==> src/hdl/spi_port_pkg.sv <==
// Constants and types shared by the serial port design
package spi_port_pkg;
   // Register indices; byte address is four times the index
   localparam logic [7:0]  IDX_CONTROL = 8'hf3;  // Control register
   localparam logic [7:0]  IDX_STATUS  = 8'hf4;  // Status flags and fault detect disable
   localparam logic [7:0]  IDX_DATA    = 8'hf5;  // Shift data register
   localparam logic [7:0]  IDX_MASK    = 8'hf6;  // Interrupt mask and select level
   localparam logic [11:0] ADDR_CONTROL = {2'h0, IDX_CONTROL, 2'h0};
   localparam logic [11:0] ADDR_STATUS  = {2'h0, IDX_STATUS, 2'h0};
   localparam logic [11:0] ADDR_DATA    = {2'h0, IDX_DATA, 2'h0};
   localparam logic [11:0] ADDR_MASK    = {2'h0, IDX_MASK, 2'h0};

   // Control register fields
   localparam int BIT_SELECT_OUTPUT_ENABLE = 7;
   localparam int BIT_PORT_ENABLE          = 6;
   localparam int BIT_LOW_BIT_FIRST        = 5;
   localparam int BIT_MASTER_SELECT        = 4;
   localparam int BIT_CLOCK_IDLE_LEVEL     = 3;
   localparam int BIT_CLOCK_SAMPLE_EDGE    = 2;
   localparam int BIT_RATE_SELECT_HI       = 1;
   localparam int BIT_RATE_SELECT_LO       = 0;
   localparam logic [7:0] CONTROL_RESET    = 8'h00;

   // Status register fields; flags sit in bits 7:4
   localparam int BIT_FAULT_DETECT_DISABLE = 3;
   localparam int FLAG_LOW                 = 4;
   localparam int FLAG_DONE                = 3;  // Index within the flag nibble
   localparam int FLAG_COLLISION           = 2;
   localparam int FLAG_OVERRUN             = 1;
   localparam int FLAG_FAULT               = 0;
   localparam logic [3:0] FLAGS_RESET      = 4'h0;
   localparam logic [7:0] DATA_RESET       = 8'h00;
   localparam logic [3:0] MASK_RESET       = 4'h0;
   localparam int BIT_SELECT_LEVEL         = 0;  // Mask register, general purpose select level

   // Shift clock timing
   localparam int PERIPH_CLOCK_MHZ = 50;
   localparam int MASTER_MIN_DIV   = 16;         // Fastest divider setting 00
   localparam int SLAVE_MIN_DIV    = 4;          // Fastest shift clock accepted as slave
   localparam logic [5:0] HALF_BASE = 6'(MASTER_MIN_DIV / 2);  // Cycles per half bit at 00
   localparam int BITS_PER_BYTE    = 8;
   localparam logic [3:0] LAST_EDGE = 4'(2 * BITS_PER_BYTE - 1);

   // Transfer state
   typedef enum logic [1:0]
   {
      ST_IDLE = 2'b00,
      ST_XFER = 2'b01
   } xfer_state_t;
endpackage

==> src/hdl/spi_port.sv <==
// Serial port master/slave with APB register access
// Function
// - Master clock at most clk/16, slave clk/4
// - Shifter transmits; separate receive read buffer
// - Data write refused while transfer busy
// - Finished byte moves to read buffer
// - Master drives MOSI, slave drives MISO
// - Shift clock output as master, input slave
// - Master makes exactly eight clock cycles
// - Slave active only while select low
// - Both shifters exchange as one ring
// - Control bit 5 picks bit order
// - Control bit 7 drives automatic select when fault detect is disabled
// - Control bit 6 enables the port
// - Control bit 4 picks master or slave
// - Control bit 3 sets clock idle level
// - Control bit 2 picks sampling edge
// - Control bits 1:0 pick divider 16..128
// - Fault detect makes select a fault input
// - Master data write starts byte exchange
`timescale 1ns/1ps
module spi_port
   import spi_port_pkg::*;
(
   // Clock and reset
   input  wire logic        clk,
   input  wire logic        rst,
   // APB slave
   input  wire logic        psel,
   input  wire logic        penable,
   input  wire logic        pwrite,
   input  wire logic [11:0] paddr,
   input  wire logic [31:0] pwdata,
   output logic      [31:0] prdata,
   output logic             pready,
   output logic             pslverr,
   // Interrupt
   output logic             irq,
   // Shift clock pin
   input  wire logic        shiftClockPinIn,
   output logic             shiftClockPinOut,
   output logic             shiftClockPinOeN,
   // Master out slave in
   input  wire logic        mosiIn,
   output logic             mosiOut,
   output logic             mosiOeN,
   // Master in slave out
   input  wire logic        misoIn,
   output logic             misoOut,
   output logic             misoOeN,
   // Slave select pin
   input  wire logic        selectIn,
   output logic             selectOut,
   output logic             selectOeN
);
   // Complete block state
   typedef struct packed {
      logic [7:0]  ctrl;       // Control register
      logic        faultDis;   // Fault detect disable
      logic [3:0]  flags;      // Done, collision, overrun, fault
      logic [3:0]  mask;       // Interrupt mask
      logic        selLevel;   // General purpose select level
      logic [7:0]  shift;      // Shift register, also transmit buffer
      logic [7:0]  rbuf;       // Receive read buffer
      xfer_state_t state;      // Transfer state
      logic [3:0]  edgeCnt;    // Clock edges seen this byte
      logic [5:0]  divCnt;     // Half bit divider
      logic        sclkLvl;    // Master clock level
      logic        sample;     // Bit captured on sampling edge
      logic        sclkPrev;   // Last synchronised slave clock
      logic        finish;     // Last sampled bit shifts in next cycle
   } port_state_t;

   port_state_t s_r;           // Registered state
   port_state_t s_nxt;         // Next state
   logic [1:0]  syncPins;      // Synchronised clock and select
   logic        sclkSync;      // Synchronised slave clock
   logic        selSync;       // Synchronised select
   logic        enable;        // Port enabled
   logic        isMaster;      // Master role
   logic        clock_sample_edge;          // Sampling edge choice
   logic        lsbFirst;      // Bit order choice
   logic        wrAcc;         // APB write access phase
   logic        rdAcc;         // APB read access phase
   logic        addrOk;        // Address maps to a register
   logic        edgeNow;       // Shift clock edge this cycle
   logic        inBit;         // Serial input for this role
   logic        xferDone;      // Byte finished this cycle
   logic        faultNow;      // Mode fault seen this cycle
   logic [5:0]  halfLen;       // Half bit length in cycles
   logic [7:0]  doneByte;      // Byte that completes

   sync_stage #(
      .WIDTH (2)
   ) u_sync (
      .clk (clk),
      .rst (rst),
      .d   ({shiftClockPinIn, selectIn}),
      .q   (syncPins)
   );
   assign sclkSync = syncPins[1];
   assign selSync  = syncPins[0];

   // Decoded control
   assign enable   = s_r.ctrl[BIT_PORT_ENABLE];
   assign isMaster = s_r.ctrl[BIT_MASTER_SELECT];
   assign clock_sample_edge     = s_r.ctrl[BIT_CLOCK_SAMPLE_EDGE];
   assign lsbFirst = s_r.ctrl[BIT_LOW_BIT_FIRST];

   // APB decode, zero wait state
   assign wrAcc   = psel && penable && pwrite;
   assign rdAcc   = psel && penable && !pwrite;
   assign addrOk  = (paddr == ADDR_CONTROL) || (paddr == ADDR_STATUS) ||
                    (paddr == ADDR_DATA) || (paddr == ADDR_MASK);
   assign pready  = 1'b1;
   assign pslverr = psel && penable && !addrOk;

   // Read data mux
   always_comb
   begin
      prdata = 32'h0000_0000;
      if (rdAcc)
      begin
         case (paddr)
            ADDR_CONTROL: prdata[7:0] = s_r.ctrl;
            ADDR_STATUS:  prdata[7:0] = {s_r.flags, s_r.faultDis, 3'h0};
            ADDR_DATA:    prdata[7:0] = s_r.rbuf;  // Reads return the read buffer
            ADDR_MASK:    prdata[7:0] = {s_r.mask, 3'h0, s_r.selLevel};
            default:      prdata      = 32'h0000_0000;
         endcase
      end
   end

   // divider: half bit of 8, 16, 32 or 64 cycles
   assign halfLen = HALF_BASE << {s_r.ctrl[BIT_RATE_SELECT_HI], s_r.ctrl[BIT_RATE_SELECT_LO]};

   // Edge source for each role
   always_comb
   begin
      if (isMaster)
      begin
         // master edge at most every eight cycles
         edgeNow = (s_r.state == ST_XFER) && (s_r.divCnt == halfLen - 6'h01);
         inBit   = misoIn;
      end
      else
      begin
         // slave counts edges only while selected
         edgeNow = enable && !selSync && (sclkSync != s_r.sclkPrev);
         inBit   = mosiIn;
      end
   end

   // select low while detection on is a fault
   assign faultNow = enable && isMaster && !s_r.faultDis && !selSync;

   // Next state
   always_comb
   begin
      s_nxt    = s_r;
      xferDone = 1'b0;
      doneByte = s_r.shift;
      s_nxt.sclkPrev = sclkSync;
      s_nxt.finish   = 1'b0;

      // delayed final shift, order picks direction
      if (s_r.finish)
      begin
         doneByte = lsbFirst ? {s_r.sample, s_r.shift[7:1]} : {s_r.shift[6:0], s_r.sample};
         xferDone = 1'b1;
      end

      // Master divider runs only in a transfer
      if (isMaster && s_r.state == ST_XFER)
      begin
         s_nxt.divCnt = edgeNow ? 6'h00 : s_r.divCnt + 6'h01;
      end

      // sixteen edges, eight clock cycles per byte
      if (edgeNow)
      begin
         s_nxt.state   = ST_XFER;
         s_nxt.edgeCnt = s_r.edgeCnt + 4'h1;
         if (isMaster)
         begin
            s_nxt.sclkLvl = !s_r.sclkLvl;
         end
         // sample on first or second edge of each bit
         if (s_r.edgeCnt[0] == clock_sample_edge)
         begin
            s_nxt.sample = inBit;
            // Data line must hold past the partner's last sampling edge
            s_nxt.finish = (s_r.edgeCnt == LAST_EDGE);
         end
         // shift sampled bit in as next bit goes out
         else if (!(clock_sample_edge && s_r.edgeCnt == 4'h0))
         begin
            doneByte    = lsbFirst ? {s_r.sample, s_r.shift[7:1]} :
                                     {s_r.shift[6:0], s_r.sample};
            s_nxt.shift = doneByte;
            xferDone    = (s_r.edgeCnt == LAST_EDGE);
         end
      end

      // finished byte moves to the read buffer
      if (xferDone)
      begin
         s_nxt.shift   = doneByte;
         s_nxt.state   = ST_IDLE;
         s_nxt.edgeCnt = 4'h0;
         s_nxt.divCnt  = 6'h00;
         if (s_r.flags[FLAG_DONE])
         begin
            s_nxt.flags[FLAG_OVERRUN] = 1'b1;  // Unread byte kept
         end
         else
         begin
            s_nxt.rbuf = doneByte;
         end
      end

      // deselect aborts a partial slave byte
      if (!isMaster && selSync)
      begin
         s_nxt.state   = ST_IDLE;
         s_nxt.edgeCnt = 4'h0;
      end

      // Register writes
      if (wrAcc)
      begin
         case (paddr)
            ADDR_CONTROL:
            begin
               s_nxt.ctrl = pwdata[7:0];
            end
            ADDR_STATUS:
            begin
               // Flags clear by writing one
               s_nxt.flags    = s_nxt.flags & ~pwdata[7:4];
               s_nxt.faultDis = pwdata[BIT_FAULT_DETECT_DISABLE];
            end
            ADDR_DATA:
            begin
               // refuse a load while the shifter is busy
               if (s_r.state == ST_XFER)
               begin
                  s_nxt.flags[FLAG_COLLISION] = 1'b1;
               end
               else if (!s_r.flags[FLAG_DONE])
               begin
                  // write goes straight into the shifter
                  s_nxt.shift = pwdata[7:0];
                  if (isMaster && enable)
                  begin
                     s_nxt.state   = ST_XFER;
                     s_nxt.divCnt  = 6'h00;
                     s_nxt.edgeCnt = 4'h0;
                  end
               end
            end
            ADDR_MASK:
            begin
               s_nxt.mask     = pwdata[7:4];
               s_nxt.selLevel = pwdata[BIT_SELECT_LEVEL];
            end
            default:
            begin
               s_nxt.ctrl = s_nxt.ctrl;  // Unmapped, no effect
            end
         endcase
      end

      // Hardware events win over a clearing write
      if (xferDone && !s_r.flags[FLAG_DONE])
      begin
         s_nxt.flags[FLAG_DONE] = 1'b1;
      end
      if (xferDone && s_r.flags[FLAG_DONE])
      begin
         s_nxt.flags[FLAG_OVERRUN] = 1'b1;
      end
      if (faultNow)
      begin
         // fault drops master role and stops
         s_nxt.flags[FLAG_FAULT]             = 1'b1;
         s_nxt.ctrl[BIT_MASTER_SELECT]       = 1'b0;
         s_nxt.state                         = ST_IDLE;
         s_nxt.edgeCnt                       = 4'h0;
         s_nxt.finish                        = 1'b0;
      end

      // idle clock sits at the chosen level
      if (s_nxt.state == ST_IDLE)
      begin
         s_nxt.sclkLvl = s_nxt.ctrl[BIT_CLOCK_IDLE_LEVEL];
      end

      if (!s_nxt.ctrl[BIT_PORT_ENABLE])
      begin
         s_nxt.finish  = 1'b0;
         s_nxt.state   = ST_IDLE;
         s_nxt.edgeCnt = 4'h0;
         s_nxt.divCnt  = 6'h00;
      end
   end

   // State register
   always_ff @(posedge clk or posedge rst)
   begin
      if (rst)
      begin
         s_r <= '{ctrl: CONTROL_RESET, faultDis: 1'b0, flags: FLAGS_RESET,
                  mask: MASK_RESET, selLevel: 1'b1, shift: DATA_RESET,
                  rbuf: DATA_RESET, state: ST_IDLE, edgeCnt: 4'h0,
                  divCnt: 6'h00, sclkLvl: 1'b0, sample: 1'b0, sclkPrev: 1'b0,
                  finish: 1'b0};
      end
      else
      begin
         s_r <= s_nxt;
      end
   end

   // Interrupt level from unmasked flags
   assign irq = |(s_r.flags & s_r.mask);

   // Pin drive
   always_comb
   begin
      shiftClockPinOut = s_r.sclkLvl;
      mosiOut          = lsbFirst ? s_r.shift[0] : s_r.shift[7];
      misoOut          = mosiOut;
      selectOut        = s_r.selLevel;
      shiftClockPinOeN = 1'b1;
      mosiOeN          = 1'b1;
      misoOeN          = 1'b1;
      selectOeN        = 1'b1;
      if (enable && isMaster)
      begin
         // master drives clock; master drives MOSI
         shiftClockPinOeN = 1'b0;
         mosiOeN          = 1'b0;
         if (s_r.faultDis)
         begin
            selectOeN = 1'b0;
            if (s_r.ctrl[BIT_SELECT_OUTPUT_ENABLE])
            begin
               selectOut = (s_r.state != ST_XFER);
            end
         end
      end
      else if (enable && !selSync)
      begin
         misoOeN = 1'b0;
      end
   end
endmodule

==> src/hdl/sync_stage.sv <==
// Two flip-flop synchroniser for a group of levels
`timescale 1ns/1ps
module sync_stage #(
   parameter int WIDTH = 1
) (
   // Clock and reset
   input  wire logic             clk,
   input  wire logic             rst,
   // Levels
   input  wire logic [WIDTH-1:0] d,
   output logic      [WIDTH-1:0] q
);
   logic [WIDTH-1:0] meta_r;  // First stage, read only by the second

   // Width check
   initial
   begin
      if (WIDTH < 1)
      begin
         $error("sync_stage width must be at least one");
      end
   end

   // Two stage capture
   always_ff @(posedge clk or posedge rst)
   begin
      if (rst)
      begin
         meta_r <= '0;
         q      <= '0;
      end
      else
      begin
         meta_r <= d;
         q      <= meta_r;
      end
   end
endmodule

==> config.mk <==
export PLATFORM = sky130hd
export DESIGN_NAME = spi_port
export DESIGN_NICKNAME = d
export VERILOG_FILES = /design/src/hdl/spi_port_pkg.sv /design/src/hdl/spi_port.sv /design/src/hdl/sync_stage.sv
export SDC_FILE = /design/constraint.sdc
export NUM_CORES = 1
export LEC_CHECK = 0
export ABC_AREA = 1
export ABC_CLOCK_PERIOD_IN_PS = 4200
export BUFFER_PORTS_ARGS = -buffer_cell sky130_fd_sc_hd__buf_2
export CORE_MARGIN = 3
export CORE_UTILIZATION = 57
export DETAILED_ROUTE_END_ITERATION = 8
export GPL_ROUTABILITY_DRIVEN = 0
export MAX_ROUTING_LAYER = met4
export PLACE_DENSITY = 0.95
export SETUP_SLACK_MARGIN = 0.05
export SLEW_MARGIN = 40
export SYNTH_ARGS = -nofsm -noshare
export SYNTH_HDL_FRONTEND = slang
export SYNTH_HIERARCHICAL = 1
export SYNTH_SLANG_ARGS = --single-unit
==> constraint.sdc <==
create_clock -name clk -period 4.2 [get_ports clk]
set_input_delay 0.42 -clock clk [delete_from_list [all_inputs] [get_ports clk]]
set_output_delay 0.42 -clock clk [all_outputs]
set_load 0.02 [all_outputs]
==> flow_metrics.env, run 1 <==
export IMPL_skew_ns=0.0111
export IMPL_clk_pin_slew_ns=0.09
export IMPL_antenna_found_initial=0
export IMPL_ioPinCount=96
export IMPL_yosysWarnings=6
export IMPL_ir_worst_vdd_uv=256
export IMPL_cts_buffers=5
export IMPL_arrival_ns=2.07
export IMPL_critPathMaxFanout=8
export IMPL_dieArea_um2=6830
export IMPL_drive_gt1_share_pct=18.6
export IMPL_relSlewSlack_pct=59.4
export IMPL_grt_pass1_vias=2732
export IMPL_cts_root_buffer="clkbuf_8"
export IMPL_holdCritPathClass="in2reg"
export IMPL_grt_total_usage_pct=24.6
export IMPL_crit_type="in2out"
export IMPL_route_detailed_drc=0
export IMPL_synthMuxAreaShare_pct=0.336
export IMPL_synth_compound_area_share_pct=14.7
export IMPL_stdcell_count=556
export IMPL_cts_buffer_depth=2
export IMPL_totalNegativeSetupSlack_ns=0
export IMPL_cts_sink_count=54
export IMPL_synth_seq_cells=54
export IMPL_avgSynthCellArea_um2=7.63
export IMPL_routed_wl_um=7720
export IMPL_start_util_pct=59.7
export IMPL_crit_chain="buf_2, or2_1, nor3_2, nand2_2, inv_1, nor3_1, inv_1, nand2_1, a21oi_1, buf_2"
export IMPL_drt_initial_drc_count=360
export IMPL_dp_cells=547
export IMPL_tightest_slew_ns=0.608
export IMPL_drv_cap=0
export IMPL_cp_start_kind="primary input"
export IMPL_mostFrequentLayoutCells="101 x nand2_1, 59 x inv_1, 53 x dfrtp_1"
export IMPL_period_share_pct=59.3
export IMPL_post_route_min_period_ns=2.49
export IMPL_crit_required_ns=3.78
export IMPL_synth_edff_count=0
export IMPL_synth_top_family_by_area="simple AND/OR/NAND/NOR gates"
export IMPL_synth_simple_gate_area_share_pct=26.9
export IMPL_max_stage_delay_ns=0.24
export IMPL_area_delta_synth_final_pct=9.53
export IMPL_setup_violations=0
export IMPL_syn_cell_area_um2=3350
export IMPL_fin_nets=539
export IMPL_n_antenna_cell=0
export IMPL_ys_types=44
export IMPL_fmax_ghz=0.402
export IMPL_yosys_most_used_dff="dfrtp_1"
export IMPL_grt_pass1_wl_um=12500
export IMPL_rows=27
export IMPL_status="complete, no violations"
export IMPL_vias=2992
export IMPL_vias_per_cell=5.38
export IMPL_synth_xor_area_share_pct=1.79
export IMPL_layout_commonest_cell="nand2_1"
export IMPL_antenna_left=0
export IMPL_rsz0062_at_grt="false"
export IMPL_clkLatencyLatePin_ns=0.32
export IMPL_nFillCells=455
export IMPL_ys_seq_area_share_pct=40.4
export IMPL_portBuffers=46
export IMPL_die_h_um=82.7
export IMPL_drv_slew=0
export IMPL_worst_path_max_delay_cell="a21oi_1"
export IMPL_tritoncts="done"
export IMPL_grt_max_degree=51
export IMPL_async_flop_share_pct=100
export IMPL_final_hold_viol_count=0
export IMPL_wire_per_inst_um=13.9
export IMPL_syn_instance_count=439
export IMPL_dp_hpwl_um=5770
export IMPL_firstDrtPassIters=7
export IMPL_cp_end_kind="output port"
export IMPL_synth_fa_ha_area_share_pct=1.12
export IMPL_leakagePower_nw=1.82
export IMPL_crit_buf_inv=4
export IMPL_htreeDepth=2
export IMPL_gr_total_overflow=0
export IMPL_core_area_um2=5610
export IMPL_cp_top_family="simple AND/OR/NAND/NOR gates"
export IMPL_die_w_um=82.7
export IMPL_power_per_cell_area_nw_per_um2=277
-- state kept, by name, summed over array words and instances, names as in the netlist --
name               flops
clock_sample_edge      1
enable                 1
isMaster               1
lsbFirst               1
s_r                   45
shiftClockPinOut       1
u_sync/meta_r          2
u_sync/q               2
-- synthesized netlist by cell type, drive strengths merged, types with 2 or more instances --
cell | count | share of area (%)
nand2 | 107 | 13
inv | 64 | 7.2
dfrtp | 53 | 40
o21ai | 53 | 8.4
nor2 | 41 | 5.3
buf | 31 | 7.0
nand3 | 27 | 4.9
nor3 | 8 | 1.8
a21oi | 7 | 1.0
nand4 | 6 | 1.3
o22ai | 6 | 1.1
xor2 | 6 | 1.8
a221oi | 4 | 1.0
o211ai | 4 | 1.0
or2 | 4 | 0.75
ha | 3 | 1.1
a211oi | 2 | 0.75
a31oi | 2 | 0.37
clkbuf | 2 | 0.22
conb | 2 | 0.22
o22a | 2 | 0.52
-- routing by layer --
metal / up-vias / routed length (um) / part of all wire [%] / GRT usage (%)
met5: - / 0 / 0 / -
met4: 0 / 228 / 3.0 / 9.80
met3: 22 / 660 / 8.6 / 3.90
met2: 154 / 3620 / 47 / 37.9
met1: 1367 / 3210 / 42 / 32.8
li1: 1449 / - / - / -
-- cell families after synthesis --
family	after synthesis
muxes	1
DFF	54
and+or+nand+nor	194
other	2
adders and majority gates	3
AOI/OAI and AO/OA	82
xor gates and xnor gates	6
buffers and inverters	97
-- where the power goes --
group / switching [mW] / internal, mW / leakage [nW] / total (mW)
clock network: 0.175 / 0.254 / 0.0714 / 0.429
logic: 0.0470 / 0.0141 / 1.08 / 0.0612
registers: 0.00172 / 0.522 / 0.672 / 0.524
total: 0.224 / 0.791 / 1.82 / 1.01
-- worst reg2reg max path, delay by kind of cell (launching register included) --
family	cells	cell delay, ns
flip-flops	1	0.41
AND/OR/NAND/NOR	8	1.03
adder cells (fa/ha/maj)	1	0.18
AO/OA/AOI/OAI	2	0.37
buffers and inverters	2	0.20
-- worst paths after layout --
kind	from	to	slack (ns)	cells past startpoint
setup / recovery	paddr[5]	prdata[2]	1.71	10
hold / removal	selectIn	u_sync/meta_r[0]	0.21	1
setup reg to reg	s_r[4]	s_r[21]	1.94	13
hold reg to reg	u_sync/meta_r[0]	u_sync/q[0]	0.36	0
max in group asynchronous	rst	s_r[21]	3.06	3
min in group asynchronous	rst	u_sync/meta_r[1]	0.55	3
-- what timing repair did --
action / CTS / global route
hold buffers: 1 / 0
setup buffers: 0 / 0
hold endpoints to repair: 4 / 0
gates resized for setup: 0 / 0
-- area by class of cell --
cell class	instances	area (um^2)	area share (%)
clock inverters	2	60.1	1.64
inverters	64	245	6.68
flip-flops and latches	54	1350	36.9
clock buffers	6	82.6	2.25
well taps	72	90.1	2.46
multi-input cells	311	1600	43.6
repair buffers	47	240	6.55
-- stage by stage --
step / total power [mW] / util [%] / hold WS, ns / setup WS [ns] / instance area, um^2
floorplan: 0.590 / - / 0.186 / 2.13 / 3440
global placement: 0.593 / 62.7 / 0.314 / 1.76 / 3510
detailed placement: 0.595 / 62.7 / 0.339 / 1.74 / 3520
CTS: 1.02 / 65.4 / 0.199 / 1.73 / 3670
global route: 1.05 / 65.4 / 0.197 / 1.57 / 3670
finish: 1.01 / 65.4 / 0.209 / 1.71 / 3670
Power figures use the tool's default switching activity.
==> run 2, diff against run 1 <==
--- a/config.mk
+++ b/config.mk
@@ -6,14 +6,14 @@
 export NUM_CORES = 1
 export LEC_CHECK = 0
 export ABC_AREA = 1
-export ABC_CLOCK_PERIOD_IN_PS = 4200
+export ABC_CLOCK_PERIOD_IN_PS = 2300
 export BUFFER_PORTS_ARGS = -buffer_cell sky130_fd_sc_hd__buf_2
 export CORE_MARGIN = 3
-export CORE_UTILIZATION = 57
+export CORE_UTILIZATION = 52
 export DETAILED_ROUTE_END_ITERATION = 8
 export GPL_ROUTABILITY_DRIVEN = 0
 export MAX_ROUTING_LAYER = met4
-export PLACE_DENSITY = 0.95
+export PLACE_DENSITY = 0.9
 export SETUP_SLACK_MARGIN = 0.05
 export SLEW_MARGIN = 40
 export SYNTH_ARGS = -nofsm -noshare
==> constraint.sdc (replaced) <==
create_clock -name clk -period 2.3 [get_ports clk]
set_input_delay 0.23 -clock clk [delete_from_list [all_inputs] [get_ports clk]]
set_output_delay 0.23 -clock clk [all_outputs]
set_load 0.02 [all_outputs]
==> flow_metrics.env, run 2 (synthesized netlist as in run 1, its figures left out) <==
export IMPL_post_route_min_period_ns=2.12
export IMPL_r2r_slack_ns=0.24
export IMPL_crit_type="in2out"
export IMPL_mostFrequentLayoutCells="101 x nand2_1, 59 x inv_1, 53 x dfrtp_1"
export IMPL_post_cts_setup_buffers=0
export IMPL_crit_required_ns=2.07
export IMPL_start_util_pct=55.3
export IMPL_cts_buffers=5
export IMPL_grt_pass1_vias=2872
export IMPL_core_area_um2=6060
export IMPL_critPathMaxFanout=8
export IMPL_antenna_left=0
export IMPL_largest_register_ffs=45
export IMPL_dp_hpwl_um=6060
export IMPL_totalNegativeSetupSlack_ns=0
export IMPL_ioPinCount=96
export IMPL_fin_nets=545
export IMPL_die_h_um=86.3
export IMPL_portBuffers=46
export IMPL_die_w_um=86.3
export IMPL_worst_path_max_delay_cell="a21oi_1"
export IMPL_drv_cap=0
export IMPL_setup_violations=0
export IMPL_vias_per_cell=5.43
export IMPL_final_util_pct=60.5
export IMPL_reg_top3="s_r x45, u_sync/meta_r x2, u_sync/q x2"
export IMPL_rows=28
export IMPL_clk_pin_slew_ns=0.09
export IMPL_wire_per_inst_um=14.0
export IMPL_cts_root_buffer="clkbuf_8"
export IMPL_firstDrtPassIters=5
export IMPL_grt_max_degree=51
export IMPL_holdCritPathClass="in2reg"
export IMPL_arrival_ns=1.89
export IMPL_routed_wl_um=7920
export IMPL_regMostFlops="s_r"
export IMPL_dieArea_um2=7440
export IMPL_vias=3067
export IMPL_max_stage_delay_ns=0.26
export IMPL_tightest_slew_ns=0.620
export IMPL_drt_initial_drc_count=259
export IMPL_clkLatencyLatePin_ns=0.31
export IMPL_cp_start_kind="primary input"
export IMPL_n_antenna_cell=0
export IMPL_crit_buf_inv=4
export IMPL_gr_total_overflow=0
export IMPL_crit_chain="buf_2, or2_1, nor3_2, nand2_2, inv_1, nor3_1, inv_1, nand2_1, a21oi_1, buf_2"
export IMPL_cp_end_kind="output port"
export IMPL_ir_worst_vdd_uv=367
export IMPL_grt_total_usage_pct=22.5
export IMPL_cp_top_family="simple AND/OR/NAND/NOR gates"
export IMPL_area_delta_synth_final_pct=9.49
export IMPL_fmax_ghz=0.472
export IMPL_tritoncts="done"
export IMPL_drive_gt1_share_pct=19.6
export IMPL_route_detailed_drc=0
export IMPL_antenna_found_initial=0
export IMPL_grt_pass1_wl_um=13000
export IMPL_rsz0062_at_grt="true"
export IMPL_power_per_cell_area_nw_per_um2=438
export IMPL_status="complete, no violations"
export IMPL_relSlewSlack_pct=58.7
export IMPL_period_share_pct=92.1
export IMPL_final_hold_viol_count=0
export IMPL_cts_sink_count=54
export IMPL_leakagePower_nw=1.82
export IMPL_htreeDepth=2
export IMPL_layout_commonest_cell="nand2_1"
export IMPL_skew_ns=0.0112
export IMPL_cts_buffer_depth=2
export IMPL_drv_slew=0
==> run 2: changes by cell type in the layout (fill, tap and decap cells not counted), sizes merged <==
cell	change
buf	+6
bufinv	-2
clkbuf	-1
clkinv	+2
clkinvlp	+1
==> run 2: worst paths after layout <==
path | cells past startpoint | startpoint | end
worst max-delay path | 10 | paddr[5] | prdata[2]
worst max register to register | 12 | s_r[4] | s_r[27]
max in group asynchronous | 4 | rst | s_r[25]
worst min-delay path | 1 | selectIn | u_sync/meta_r[0]
min in group asynchronous | 3 | rst | u_sync/q[1]
worst min register to register | 0 | u_sync/meta_r[1] | u_sync/q[1]
==> run 2: timing repair <==
action / CTS / global route
gates resized for setup: 0 / 2
endpoints found under the hold margin: 4 / 0
endpoints found under the setup margin: 0 / 4
hold buffers: 1 / 0
==> run 2: where the power goes <==
group	total (mW)	internal (mW)	switching (mW)
registers	0.957	0.954	0.00346
clock network	0.536	0.215	0.321
logic	0.113	0.0266	0.0864
total	1.61	1.20	0.411
==> run 2: metal layers <==
| metal | global-route usage (%) | up-vias | wire [um] |
|---|---|---|---|
| li1 | - | 1461 | - |
| met1 | 28.2 | 1423 | 3210 |
| met2 | 37.1 | 160 | 3800 |
| met3 | 3.23 | 23 | 670 |
| met4 | 8.07 | 0 | 237 |
| met5 | - | - | 0 |
==> run 2: layout make-up <==
| type | instances | area [um^2] |
|---|---|---|
| fillers | 563 | 2390 |
| multi-input cells | 311 | 1600 |
| flip-flops and latches | 54 | 1350 |
| repair buffers | 53 | 285 |
| inverters | 64 | 243 |
| well taps | 75 | 93.8 |
| clock buffers | 5 | 68.8 |
| clock inverters | 3 | 21.3 |
==> run 2: per-stage QoR <==
stage               power (mW)  hold slack [ns]  instances  worst slack [ns]  instance area [um^2]
floorplan                 1.08         -0.00392        462             0.611                  3440
global placement          1.08            0.124        556             0.252                  3560
detailed placement        1.09            0.132        556             0.233                  3560
CTS                       1.62           0.0153        565             0.192                  3660
global route              1.67           0.0195        565            0.0542                  3670
finish                    1.61           0.0274        565             0.182                  3670
==> run 3, diff against run 2 <==
--- a/config.mk
+++ b/config.mk
@@ -5,11 +5,10 @@
 export SDC_FILE = /design/constraint.sdc
 export NUM_CORES = 1
 export LEC_CHECK = 0
-export ABC_AREA = 1
 export ABC_CLOCK_PERIOD_IN_PS = 2300
 export BUFFER_PORTS_ARGS = -buffer_cell sky130_fd_sc_hd__buf_2
 export CORE_MARGIN = 3
-export CORE_UTILIZATION = 52
+export CORE_UTILIZATION = 51
 export DETAILED_ROUTE_END_ITERATION = 8
 export GPL_ROUTABILITY_DRIVEN = 0
 export MAX_ROUTING_LAYER = met4
==> flow_metrics.env, run 3 <==
export IMPL_crit_required_ns=2.55
export IMPL_htreeDepth=2
export IMPL_setup_violations=0
export IMPL_firstDrtPassIters=5
export IMPL_n_antenna_cell=0
export IMPL_relSlewSlack_pct=50.6
export IMPL_cp_end_kind="flip-flop"
export IMPL_dp_cells=414
export IMPL_portBuffers=46
export IMPL_yosys_most_used_dff="dfrtp_1"
export IMPL_vias=2517
export IMPL_post_route_min_period_ns=2.18
export IMPL_leakagePower_nw=1.74
export IMPL_yosys_area_top_type="dfrtp_1"
export IMPL_status="complete, no violations"
export IMPL_vias_per_cell=5.84
export IMPL_async_flop_share_pct=100
export IMPL_ir_worst_vdd_uv=407
export IMPL_tightest_slew_ns=0.737
export IMPL_drv_cap=0
export IMPL_ioPinCount=96
export IMPL_wire_per_inst_um=17.4
export IMPL_clk_pin_slew_ns=0.09
export IMPL_period_share_pct=94.9
export IMPL_layout_commonest_cell="dfrtp_1"
export IMPL_cts_root_buffer="clkbuf_8"
export IMPL_routed_wl_um=7490
export IMPL_cts_sink_count=54
export IMPL_core_area_um2=5680
export IMPL_grt_total_usage_pct=21.2
export IMPL_area_delta_synth_final_pct=15.9
export IMPL_syn_instance_count=293
export IMPL_drv_slew=0
export IMPL_grt_pass1_wl_um=11700
export IMPL_synthTopCellsByCount="53 x dfrtp_1, 36 x mux2_2, 28 x nor2_1"
export IMPL_critPathMaxFanout=5
export IMPL_drt_initial_drc_count=128
export IMPL_dieArea_um2=7020
export IMPL_drive_gt1_share_pct=37.0
export IMPL_rows=27
export IMPL_totalNegativeSetupSlack_ns=0
export IMPL_die_w_um=83.8
export IMPL_regMostFlops="s_r"
export IMPL_yosysWarnings=6
export IMPL_final_hold_viol_count=0
export IMPL_yosysMostFrequentCell="dfrtp_1"
export IMPL_synth_area_leaders="dfrtp_1 43%, mux2_2 13%, buf_4 6.6%, nor2_1 3.4%, mux2i_1 3.2%"
export IMPL_cts_buffers=5
export IMPL_syn_cell_area_um2=3090
export IMPL_synth_seq_cells=54
export IMPL_avgSynthCellArea_um2=10.5
export IMPL_cts_buffer_depth=2
export IMPL_die_h_um=83.8
export IMPL_cp_start_kind="flip-flop"
export IMPL_antenna_found_initial=0
export IMPL_largest_register_ffs=45
export IMPL_fmax_ghz=0.458
export IMPL_gr_total_overflow=0
export IMPL_grt_pass1_vias=2471
export IMPL_stdcell_count=431
export IMPL_arrival_ns=2.43
export IMPL_rsz0062_at_grt="true"
export IMPL_ys_seq_area_share_pct=43.8
export IMPL_ys_types=49
export IMPL_synth_edff_count=0
export IMPL_synth_top_area_share_pct=43.0
export IMPL_route_detailed_drc=0
export IMPL_antenna_left=0
export IMPL_dp_hpwl_um=5440
export IMPL_fin_nets=414
export IMPL_tritoncts="done"
export IMPL_mostFrequentLayoutCells="51 x dfrtp_1, 46 x buf_2, 34 x mux2_2"
export IMPL_crit_type="reg2reg"
export IMPL_skew_ns=0.00951
export IMPL_grt_max_degree=27
export IMPL_start_util_pct=54.4
export IMPL_power_per_cell_area_nw_per_um2=455
export IMPL_reg_top3="s_r x45, u_sync/meta_r x2, u_sync/q x2"
export IMPL_clkLatencyLatePin_ns=0.31
export IMPL_holdCritPathClass="in2reg"
-- run 3: logic make-up after synthesis --
group	after synthesis	synth area share (%)
AO/OA/AOI/OAI	40	9.61
XOR/XNOR	11	3.12
adder cells (fa/ha/maj)	3	1.22
buffers and inverters	42	9.12
flip-flops	54	43.8
multiplexers	48	17.1
other	2	0.243
AND/OR/NAND/NOR	93	15.7
-- run 3: repair_timing --
item	CTS	global route
hold endpoints to repair	28	0
hold buffers	1	0
buffers inserted	0	8
pin swaps	0	5
endpoints found under the setup margin	5	21
resized for setup	1	7
-- run 3: final cells by class --
type / count / area (um^2)
Multi-Input combinational cell: 220 / 1590
Timing Repair Buffer: 71 / 433
Tap cell: 72 / 90.1
Inverter: 6 / 22.5
Sequential cell: 54 / 1360
Clock inverter: 1 / 5.00
Fill cell: 449 / 2100
Clock buffer: 7 / 86.3
-- run 3: per-stage QoR --
stage / area [um^2] / setup slack (ns) / hold WS [ns] / power (mW) / util [%]
floorplan: 3190 / 0.0385 / -0.00392 / 1.07 / -
global placement: 3380 / 0.0605 / 0.125 / 1.09 / 59.6
detailed placement: 3390 / 0.0726 / 0.129 / 1.09 / 59.7
CTS: 3490 / 0.0600 / 0.0126 / 1.63 / 61.5
global route: 3580 / 0.0182 / 0.0145 / 1.67 / 63.0
finish: 3580 / 0.117 / 0.0161 / 1.63 / 63.0
-- run 3: critical path: stages (launching register included) --
cell	delay, ns
dfrtp_1	0.46
nor3_4	0.25
nand3_2	0.13
a31oi_4	0.26
o21ai_2	0.12
a21o_1	0.21
or4_4	0.56
nor2_1	0.14
-- run 3: worst paths after layout --
kind	start	end	slack, ns	depth (start not counted)
worst min register to register	u_sync/meta_r[0]	u_sync/q[0]	0.36	0
worst min-delay path	selectIn	u_sync/meta_r[0]	0.02	1
max in group asynchronous	rst	s_r[32]	1.17	4
worst max register to register	s_r[9]	s_r[8]	0.12	7
min in group asynchronous	rst	u_sync/meta_r[0]	0.33	3
worst max-delay path	s_r[9]	s_r[8]	0.12	7
-- run 3: power breakdown --
group	internal [mW]	switching (mW)	total, mW
sequential	0.954	0.00280	0.956
clock	0.244	0.308	0.552
combinational	0.0331	0.0857	0.119
-- run 3: routing by layer --
metal / part of all wire (%) / GRT usage [%] / vias to the layer above
li1: - / - / 1128
met1: 38 / 23.8 / 1228
met2: 52 / 37.8 / 134
met3: 7.6 / 2.96 / 27
met4: 2.6 / 8.92 / 0
met5: 0 / - / -
